===== src/verilog/sdc_pkg.sv =====
// package for the segment descriptor checker: field positions, type codes,
// exception vectors and the packed carriers shared by the checker and its cache.
// assumes the descriptor fetch and the stack copy are done by the execution unit.
package sdc_pkg;
  // access byte field positions
  localparam int unsigned ACC_PRESENT = 7;
  localparam int unsigned ACC_DPL_HI = 6;
  localparam int unsigned ACC_DPL_LO = 5;
  localparam int unsigned ACC_SEG = 4;
  localparam int unsigned ACC_EXEC = 3;
  localparam int unsigned ACC_DIR = 2; // grow_down_flag or conforming
  localparam int unsigned ACC_RW = 1; // writable or readable
  localparam int unsigned ACC_ACCESSED = 0;
  localparam int unsigned TYPE_HI = 3;
  // selector fields
  localparam int unsigned SEL_TABLE = 2;
  localparam int unsigned SEL_IDX_LO = 3;
  localparam int unsigned IDX_W = 13;
  localparam int unsigned DESC_SHIFT = 3; // eight bytes per descriptor
  localparam int unsigned DESC_LAST = 7; // offset of a descriptor's last byte
  localparam int unsigned WC_W = 5;
  // system and gate type codes
  localparam logic [3:0] TYP_INVALID0 = 4'h0;
  localparam logic [3:0] TYP_TSS_AVAIL = 4'h1;
  localparam logic [3:0] TYP_LOCAL_TAB = 4'h2;
  localparam logic [3:0] TYP_TSS_BUSY = 4'h3;
  localparam logic [3:0] TYP_CALL_GATE = 4'h4;
  localparam logic [3:0] TYP_TASK_GATE = 4'h5;
  localparam logic [3:0] TYP_INT_GATE = 4'h6;
  localparam logic [3:0] TYP_TRAP_GATE = 4'h7;
  localparam logic [3:0] TYP_INVALID8 = 4'h8;
  // exception vectors
  localparam logic [7:0] EXC_NONE = 8'h00;
  localparam logic [7:0] EXC_NOT_PRESENT = 8'h0b;
  localparam logic [7:0] EXC_PROTECT = 8'h0d;
  // privilege
  localparam logic [1:0] PRIV_TOP = 2'h0;
  // table reset values
  localparam logic [23:0] TAB_BASE_RST = 24'h000000;
  localparam logic [15:0] TAB_LIMIT_RST = 16'h0000;
  localparam logic [15:0] INT_LIMIT_RST = 16'h03ff;
  // segment register index
  localparam logic [1:0] SEG_CODE = 2'h0;
  localparam logic [1:0] SEG_STACK = 2'h1;
  localparam logic [1:0] SEG_DATA = 2'h2;
  localparam logic [1:0] SEG_EXTRA = 2'h3;

  // requests from the execution unit
  typedef enum logic [2:0] {
    SDC_OP_NONE, SDC_OP_LOAD_SEG, SDC_OP_TEST_SEL, SDC_OP_GATE,
    SDC_OP_LOAD_GLOBAL, SDC_OP_LOAD_LOCAL, SDC_OP_LOAD_INT, SDC_OP_ACCESS
  } sdc_op_t;

  // gate kinds decoded from the type field
  typedef enum logic [2:0] {
    SDC_GATE_NONE, SDC_GATE_CALL, SDC_GATE_TASK, SDC_GATE_INT, SDC_GATE_TRAP
  } sdc_gate_t;

  // one descriptor as fetched from memory
  typedef struct packed {
    logic [7:0] access;
    logic [23:0] base;
    logic [15:0] limit; // limit, or destination offset for a gate
    logic [15:0] dest_sel; // gate destination selector
    logic [4:0] word_count; // gate parameter word count
  } sdc_desc_t;

  // base and limit of a descriptor table
  typedef struct packed {
    logic [23:0] base;
    logic [15:0] limit;
  } sdc_table_t;

  // one hidden cache entry
  typedef struct packed {
    logic valid;
    logic [15:0] selector;
    logic [7:0] access;
    logic [23:0] base;
    logic [15:0] limit;
  } sdc_cache_t;
endpackage


===== src/verilog/sdc_seg_cache.sv =====
// hidden descriptor caches of the four segment registers.
// assumes the checker only asserts a write once the descriptor passed its checks.
`timescale 1ns/1ns
`default_nettype none
module sdc_seg_cache #(
  parameter int unsigned NSEG = 4
) (
  input wire logic clock,
  input wire logic rst_b,
  input wire logic wr_en,
  input wire logic [1:0] wr_idx,
  input wire sdc_pkg::sdc_cache_t wr_entry,
  output sdc_pkg::sdc_cache_t entries [NSEG]
);
  // one entry per segment register, held in flip-flops
  sdc_pkg::sdc_cache_t ent_q [NSEG];
  sdc_pkg::sdc_cache_t ent_d [NSEG];

  // load on register load
  // next value: only the addressed entry changes; nothing reads it back out to software
  always_comb begin
    for (int i = 0; i < NSEG; i++) begin
      ent_d[i] = ent_q[i];
      if (wr_en && (wr_idx == 2'(i))) begin
        ent_d[i] = wr_entry;
      end
    end
  end

  // registers, cleared to invalid
  generate
    for (genvar g = 0; g < NSEG; g++) begin : g_ent
      always_ff @(posedge clock or negedge rst_b) begin
        if (!rst_b) begin
          ent_q[g] <= '0;
        end else begin
          ent_q[g] <= ent_d[g];
        end
      end
      assign entries[g] = ent_q[g];
    end
  endgenerate

  // a write lands in the addressed entry next cycle
  property p_cache_load;
    @(posedge clock) disable iff (!rst_b)
    wr_en |=> (entries[$past(wr_idx)] == $past(wr_entry));
  endproperty
  a_cache_load: assert property (p_cache_load) else $error("cache entry not loaded");
endmodule
`default_nettype wire


===== config.mk =====
export PLATFORM = sky130hd
export DESIGN_NAME = sdc_seg_cache
export DESIGN_NICKNAME = d
export VERILOG_FILES = /design/src/verilog/sdc_pkg.sv /design/src/verilog/sdc_seg_cache.sv
export SDC_FILE = /design/constraint.sdc
export NUM_CORES = 1
export LEC_CHECK = 0
export BUFFER_PORTS_ARGS = -buffer_cell sky130_fd_sc_hd__buf_2
export CORE_MARGIN = 2
export CORE_UTILIZATION = 35
export CTS_CLUSTER_SIZE = 30
export DETAILED_ROUTE_END_ITERATION = 6
export GPL_ROUTABILITY_DRIVEN = 1
export SLEW_MARGIN = 10
export SYNTH_ARGS = -nofsm -noshare
export SYNTH_HDL_FRONTEND = slang
export SYNTH_SLANG_ARGS = --single-unit

===== constraint.sdc =====
create_clock -name clock -period 1.2 [get_ports clock]
set_clock_uncertainty 0.15 [all_clocks]
set_input_delay 0.12 -clock clock [delete_from_list [all_inputs] [get_ports clock]]
set_output_delay 0.12 -clock clock [all_outputs]
set_load 0.005 [all_outputs]

==> flow_summary.toml, run 1 <==
[critical_path]
end_kind = "output port"
crit_fanout = 2
cp.required_ns = 0.93
cp-endpoint = "entries[148]"
worstSetupPathDepth = 1
crit_chain = "buf_2"
crit_buf_inv = 1
rr_startpoint = "entries[235]"
slowest_stage = "dfrtp_1"
cp-startpoint = "entries[148]"
crit_arrival_ns = 1.07
reg2reg_slack_ns = 0.03
critical_path.top_delay_family = "flip-flops"
critPathKind = "reg2out"
rr_endpoint = "entries[235]"
max_stage_delay_ns = 0.40
r2r_cells = 3
setup.worst_path.start_class = "register"

[timing]
period_needed_ns = 1.34
final_hold_viol_count = 19
slew_viol_final = 0
relSlewSlack = 0.787
period_share = 1.11
hold_slack_ns = -0.0910
setup_slack_ns = -0.138
tightestPinTransition_ns = 0.319
fmax_ghz = 0.747
finalSetupViolCount = 260
rsz0062_at_grt = "yes"
finalSetupTns_ns = -27.05

[grt]
antenna_found_initial = 1
grt_pass1_wl_um = 40400
grt_pass1_vias = 7078
gr-total-overflow = 0
track_usage = 0.165
grt_max_degree = 49

[power_and_ir_drop]
p_leak_nw = 7.58
total_power_mw = 26.4
ir_drop_mv = 1.14
power_density_nw_per_um2 = 1760

[detailed_routing]
ant_nets = 0
firstDrtPassIters = 4
dr.first_iter.drc_count = 275
routed_wl_um = 25600
wl_per_cell_um = 17.1
routed_via_density = 4.48
drc = 0
vias = 6697

[clock_network]
cts_max_level = 1
cts_root_buffer = "clkbuf_16"
ctsHoldBuffers = 66
clk_pin_slew_ns = 0.06
cts_tree = "yes"
cts_buffer_depth = 3
clk_latency_ns = 0.53
numCtsBuffers = 29
clock-sinks = 260

[placement]
dp_hpwl_um = 17600
dp_slack_ns = -0.322
dpl_cell_area_um2 = 12500
portBuffers = 329
gp_routability_congestion = 0.743

[synth]
synth_top_area_cell = "dfrtp_1"
synth_edf_count = 0
syn_inst = 552
ys_ff_latch = 260
yosysTopAreaCellShare = 0.643
ys_async_sr_fraction = 1.00
ys_warn_count = 0
seq_area_frac_synth = 0.643
ys_top_cells_by_area = "dfrtp_1, mux2_4, mux2_1"
syn-num-nets = 622
synth.most_common_cell = "dfrtp_1"
synth_cell_types = 10
synth_area_um2 = 10100
ys_top_cells_by_count = "dfrtp_1, mux2_1, mux2_4"
ys.flop_type = "dfrtp_1"
synth.avg_cell_area_um2 = 18.3

[job]
maxCapViolations = 0

[layout]
area_growth_pct = 48.3
largest_reg_flops = 260
multi_input_area_um2 = 3360
seq_area_um2 = 6510
fin_nets = 1161
stdcell_area_um2 = 15000
utilization = 0.526
drive_gt1_frac = 0.612
nFillCells = 2415

[min_path]
holdCritPathClass = "in2async"

[status]
outcome = "finished with violations"
violations = "hold timing, setup timing"

[floorplan]
ioPinCount = 330
initial_utilization = 0.354
row_count = 62
die_h_um = 174
dieArea_um2 = 30300
die_w_um = 174
core_um2 = 28500
## through the flow
| step | std cells | hold slack (ns) |
|---|---|---|
| after floorplan | 552 | -0.326 |
| after global placement | 1278 | -0.125 |
| after detailed placement | 1278 | -0.128 |
| after CTS | 1457 | -0.103 |
| after global routing | 1496 | -0.0898 |
| final | 1496 | -0.0910 |
## kinds of logic after synthesis
family / synth area share
buf+inv: 0.0270
simple gates: 0.00322
flops: 0.643
mux: 0.327
## timing repair
| action | CTS | global route |
|---|---|---|
| pin swaps | 0 | 0 |
| hold endpoints to repair | 520 | 19 |
| gates resized for setup | 4 | 5 |
| buffers inserted | 62 | 38 |
| endpoints found under the setup margin | 260 | 260 |
## worst reg2reg max path, cell delays in order, from the launching register on
cell and delay [ns]:
dfrtp_1 0.38, buf_4 0.13, buf_4 0.12, mux2_1 0.28
## routing by layer
metal  GRT usage  vias up  wire (µm)
met5           0        -          0
met4      0.0525        0        794
met3      0.0400       51       1600
met2       0.275      230      12100
met1       0.213     3390      11100
li1            -     3026          -
## power breakdown
group	switching [mW]	total, mW	internal [mW]
Sequential	0.828	11.3	10.4
Combinational	2.19	5.95	3.75
Clock	3.44	9.15	5.71
Total	6.46	26.4	19.9
## cell type report
type	instances	share of cell area
Antenna cell	1	0.000167
Clock buffer	44	0.0595
Clock inverter	7	0.00751
Timing Repair Buffer	536	0.243
Tap cell	384	0.0320
Sequential cell	260	0.434
Multi-Input combinational cell	264	0.224
## layout by cell type, fill, tap and decap left out
cell type	synthesis	layout
buf_2	5	320
clkbuf_8	0	11
nand3_4	0	1
buf_8	0	1
mux2_4	100	101
nand3b_1	2	2
clkinvlp_4	0	1
clkbuf_1	0	4
clkinv_2	0	3
dlygate4sd3_1	0	66
dfrtp_1	260	260
buf_6	20	8
diode_2	0	1
nor3b_4	0	1
buf_4	3	123
buf_12	0	18
mux2_2	60	60
mux2_1	100	99
clkbuf_16	0	29
bufinv_16	0	3
## worst min path at each step
stage | slack (ns) | cells past startpoint | from | end
6_report | -0.09 | 2 | rst_b | entries[108]
5_1_grt | -0.09 | 2 | rst_b | entries[176]
4_1_cts | -0.10 | 2 | rst_b | entries[43]
3_5_place_dp | -0.13 | 1 | rst_b | entries[43]
3_3_place_gp | -0.13 | 1 | rst_b | entries[108]
2_1_floorplan | -0.33 | 0 | rst_b | entries[0]
Note: power is estimated with default switching activity, not from simulation.
==> inputs of run 2 (changes only) <==
--- a/config.mk
+++ b/config.mk
@@ -11,6 +11,8 @@
 export CTS_CLUSTER_SIZE = 30
 export DETAILED_ROUTE_END_ITERATION = 6
 export GPL_ROUTABILITY_DRIVEN = 1
+export RECOVER_POWER = 100
+export SETUP_SLACK_MARGIN = 0.5
 export SLEW_MARGIN = 10
 export SYNTH_ARGS = -nofsm -noshare
 export SYNTH_HDL_FRONTEND = slang
==> run 2 against run 1 <==
Net effect:
- the run still ends with hold timing, setup timing left
- sequential power barely moved
- global-route usage increased by 2.8 points
- first-iteration DRC count fell by 35%
- critical path type unchanged
==> flow_summary.toml, run 2 (same netlist as run 1, synthesis figures left out) <==
[floorplan]
core_um2 = 28500
die_h_um = 174
die_w_um = 174
initial_utilization = 0.354
ioPinCount = 330
dieArea_um2 = 30300
row_count = 62

[critical_path]
crit_fanout = 2
cp-startpoint = "entries[59]"
rr_endpoint = "entries[186]"
reg2reg_slack_ns = 0.03
crit_buf_inv = 1
max_stage_delay_ns = 0.41
end_kind = "output port"
critical_path.top_delay_family = "flip-flops"
cp.required_ns = 0.93
crit_arrival_ns = 1.09
critPathKind = "reg2out"
r2r_cells = 3
rr_startpoint = "entries[186]"
slowest_stage = "dfrtp_1"
crit_chain = "buf_2"
setup.worst_path.start_class = "register"

[placement]
place_inst = 1277
portBuffers = 329
dp_slack_ns = -0.287
dp_hpwl_um = 17300
gp_routability_congestion = 0.757

[timing]
period_needed_ns = 1.36
slew_viol_final = 0
final_hold_viol_count = 274
fmax_ghz = 0.737
period_share = 1.13
rsz0062_at_grt = "yes"
setup_slack_ns = -0.157
tightestPinTransition_ns = 1.47
hold_slack_ns = -0.299
finalSetupViolCount = 418
relSlewSlack = 0.0221

[layout]
final_cells = 1554
seq_area_um2 = 6510
largest_reg_flops = 260
drive_gt1_frac = 0.744
utilization = 0.575
nFillCells = 2231
multi_input_area_um2 = 3780
fin_nets = 1218
n_antenna_cell = 0
layout_commonest_cell = "buf_2"
most-common-layout-cells = "buf_2, dfrtp_1, mux2_4, buf_6, buf_4"
area_growth_pct = 62.3

[min_path]
hold-path-endpoint = "entries[9]"
hold_depth = 2
hold_start = "wr_entry[9]"
holdCritPathClass = "in2reg"

[detailed_routing]
routed_via_density = 4.55
ant_nets = 0
wl_per_cell_um = 20.7
drc = 0
vias = 7074
firstDrtPassIters = 4
routed_wl_um = 32200
dr.first_iter.drc_count = 179

[grt]
use_met1 = 0.270
track_usage = 0.193
grt_max_degree = 57
grt_pass1_wl_um = 45200
gr-total-overflow = 0
grt.busiest_layer = "met2"
grt_util_met3 = 0.0545
grt_use_met2 = 0.305
grt_pass1_vias = 7186
antenna_found_initial = 2

[power_and_ir_drop]
total_power_mw = 28.5
p_leak_nw = 8.58
ir_drop_mv = 1.11
power_density_nw_per_um2 = 1740

[status]
violations = "hold timing, setup timing"
outcome = "finished with violations"

[clock_network]
cts_tree = "yes"
cts_max_level = 1
numCtsBuffers = 28
clk_latency_ns = 0.54
clock-sinks = 260
clk_pin_slew_ns = 0.06
cts_buffer_depth = 3
cts_root_buffer = "clkbuf_16"

[job]
maxCapViolations = 0
[run 2: changes by cell type in the layout (fill, tap and decap cells not counted), moves of 11 or more]
cell	delta
buf_16	+11
buf_4	-41
buf_6	+110
clkbuf_2	+12
clkbuf_4	+16
dlygate4sd3_1	-66
mux2_1	-74
mux2_2	-40
mux2_4	+114
[run 2: cell type report]
class,count,share of cell area
multi-input cells,264,0.230
clock inverters,13,0.0105
clock buffers,39,0.0501
well taps,384,0.0293
repair buffers,594,0.284
flip-flops and latches,260,0.396
[run 2: worst max-delay path by stage]
| stage | endpoint | slack (ns) | depth (start not counted) |
|---|---|---|---|
| after floorplan | entries[205] | -0.002 | 4 |
| after global placement | entries[259] | -0.26 | 4 |
| after detailed placement | entries[253] | -0.29 | 4 |
| after CTS | entries[177] | -0.18 | 1 |
| after global routing | entries[121] | -0.21 | 1 |
| final | entries[59] | -0.16 | 1 |
[run 2: stage by stage]
| step | area (µm²) | hold WS, ns | setup TNS [ns] |
|---|---|---|---|
| floorplan | 10500 | -0.326 | -0.0866 |
| global placement | 12700 | -0.184 | -53.74 |
| detailed placement | 12700 | -0.177 | -57.08 |
| CTS | 15700 | -0.755 | -36.77 |
| global route | 16400 | -0.312 | -61.83 |
| finish | 16400 | -0.299 | -37.27 |
[run 2: repair_timing]
action | 4_1_cts | 5_1_grt
gates cloned | 20 | 4
hold endpoints to repair | 520 | 520
buffers inserted | 105 | 96
gates resized for setup | 142 | 117
pin swaps | 3 | 1
setup endpoints to repair | 520 | 520
[run 2: power by group]
| part | switching (mW) | internal [mW] | total, mW | leakage, nW |
|---|---|---|---|---|
| registers | 1.01 | 10.4 | 11.5 | 3.08 |
| logic | 2.62 | 5.23 | 7.85 | 5.02 |
| clock network | 3.57 | 5.64 | 9.20 | 0.486 |
| total | 7.20 | 21.3 | 28.5 | 8.58 |
[run 2: layer usage]
metal,wire (µm),part of all wire
met1,14400,0.45
met2,15100,0.47
met3,2170,0.067
met4,481,0.015
met5,16,0.00050
==> inputs of run 3 (changes only) <==
--- a/config.mk
+++ b/config.mk
@@ -5,6 +5,7 @@
 export SDC_FILE = /design/constraint.sdc
 export NUM_CORES = 1
 export LEC_CHECK = 0
+export ABC_AREA = 1
 export BUFFER_PORTS_ARGS = -buffer_cell sky130_fd_sc_hd__buf_2
 export CORE_MARGIN = 2
 export CORE_UTILIZATION = 35
==> run 3 against run 2 <==
Net effect:
- the flow still finishes with violations (hold timing, setup timing)
- synthesized area grew 5.3%
- via count is 50% higher
- register-to-register slack improved by 0.05 ns
- sequential share of layout area increased by 0.86 points
- global-route usage increased by 3.8 points
- clock power down 0.8%
- fmax decreased by 0.49%
- worst hold slack got worse by 0.086 ns
- final cell count increased by 33%
- power decreased by 8.7%
- sequential cell count unchanged
- critical endpoint is now entries[205]
==> flow_summary.toml, run 3 <==
[status]
outcome = "finished with violations"
violations = "hold timing, setup timing"

[critical_path]
crit_arrival_ns = 1.09
critical_path.top_delay_family = "flip-flops"
end_kind = "output port"
rr_endpoint = "entries[73]"
crit_chain = "buf_2"
rr_startpoint = "entries[73]"
critPathKind = "reg2out"
crit_fanout = 2
max_stage_delay_ns = 0.41
slowest_stage = "dfrtp_1"
r2r_cells = 4
setup.worst_path.start_class = "register"
crit_buf_inv = 1
cp.required_ns = 0.93
reg2reg_slack_ns = 0.08

[power_and_ir_drop]
p_leak_nw = 8.60
ir_drop_mv = 0.950
power_density_nw_per_um2 = 1620

[layout]
drive_gt1_frac = 0.336
largest_reg_flops = 260
most-common-layout-cells = "nand2_1, buf_2, dfrtp_1, nand4_1, nand2_2"
fin_nets = 1723
n_antenna_cell = 0
area_growth_pct = 50.9
nFillCells = 2681
layout_commonest_cell = "nand2_1"

[synth]
syn_inst = 1155
ys.flop_type = "dfrtp_1"
yosysTopAreaCellShare = 0.611
synth_cell_types = 10
ys_async_sr_fraction = 1.00
ys_top_cells_by_count = "nand2_1, dfrtp_1, nand4_1"
ys_top_cells_by_area = "dfrtp_1, nand2_1, nand4_1"
synth_area_um2 = 10700
ys_warn_count = 0
ys_ff_latch = 260
seq_area_frac_synth = 0.611
synth.avg_cell_area_um2 = 9.22
synth_top_area_cell = "dfrtp_1"
synth.most_common_cell = "nand2_1"
synth_edf_count = 0
syn-num-nets = 1225

[clock_network]
clk_pin_slew_ns = 0.07
cts_max_level = 1
cts_buffer_depth = 3
ctsHoldBuffers = 63
clk_latency_ns = 0.54
cts_tree = "yes"
cts_root_buffer = "clkbuf_16"
numCtsBuffers = 28
clock-sinks = 260

[placement]
portBuffers = 329
gp_routability_congestion = 0.860
dp_hpwl_um = 24300

[timing]
rsz0062_at_grt = "yes"
relSlewSlack = 0.284
tightestPinTransition_ns = 1.07
finalSetupViolCount = 260
hold_slack_ns = -0.385
fmax_ghz = 0.733
finalSetupTns_ns = -31.03
setup_slack_ns = -0.163
period_needed_ns = 1.36
period_share = 1.14
final_hold_viol_count = 74
slew_viol_final = 0

[detailed_routing]
routed_wl_um = 38900
routed_via_density = 5.14
dr.first_iter.drc_count = 793
drc = 0
vias = 10603
ant_nets = 0
firstDrtPassIters = 5
wl_per_cell_um = 18.9

[grt]
gr-total-overflow = 0
grt_pass1_wl_um = 58000
grt_max_degree = 86
track_usage = 0.232
grt_pass1_vias = 10158
antenna_found_initial = 0

[floorplan]
dieArea_um2 = 31800
ioPinCount = 330
row_count = 63
die_h_um = 178
die_w_um = 178
core_um2 = 29800
initial_utilization = 0.357

[min_path]
holdCritPathClass = "in2async"

[job]
maxCapViolations = 0
==> run 3: area by class of cell <==
class	count	area (µm²)	area share
clock inverter	9	123	0.00763
inverter	2	10.0	0.000623
tap	390	488	0.0304
timing repair buffer	576	4280	0.266
sequential	260	6510	0.405
multi-input combinational	785	3810	0.237
clock buffer	41	851	0.0530
==> run 3: report_power, final <==
group	total (mW)	switching (mW)	internal [mW]
clock network	9.13	3.61	5.52
logic	5.97	2.98	2.99
registers	10.9	0.776	10.2
==> run 3: how the worst max path moves through the flow <==
stage | depth (start not counted) | to | slack [ns] | start
after floorplan | 7 | entries[205] | 0.18 | wr_idx[1]
after global placement | 4 | entries[189] | 0.02 | wr_idx[0]
final | 1 | entries[205] | -0.16 | entries[205]
after detailed placement | 6 | entries[24] | -0.02 | wr_idx[1]
after global routing | 1 | entries[205] | -0.20 | entries[205]
after CTS | 1 | entries[205] | -0.19 | entries[205]
==> run 3: kinds of logic (layout without fill, tap and decap cells) <==
family                 after synthesis  in the layout  synth area share
buffers and inverters              110            628            0.0579
AND/OR/NAND/NOR                    785            785             0.331
flip-flops                         260            260             0.611
==> run 3: stage by stage <==
stage	instances	util	power (mW)	setup WS [ns]	cell area [µm²]
after floorplan	1155	-	12.8	0.184	10800
after global placement	1822	0.439	15.5	0.0158	13100
after detailed placement	1822	0.439	15.5	-0.0151	13100
after CTS	2004	0.516	25.6	-0.191	15400
after global routing	2063	0.539	27.3	-0.204	16100
final	2063	0.539	26.0	-0.163	16100
==> run 3: timing repair <==
item	4_1_cts	5_1_grt
hold endpoints to repair	520	308
gates resized for setup	52	183
setup buffers	69	59
endpoints found under the setup margin	520	520
pin swaps	128	49
==> run 3: routing by layer <==
metal	wire length [µm]	global-route usage	vias to the layer above
li1	-	-	4872
met1	15800	0.302	5172
met2	18700	0.382	480
met3	3180	0.0507	79
met4	1260	0.0793	0
met5	0	0	-
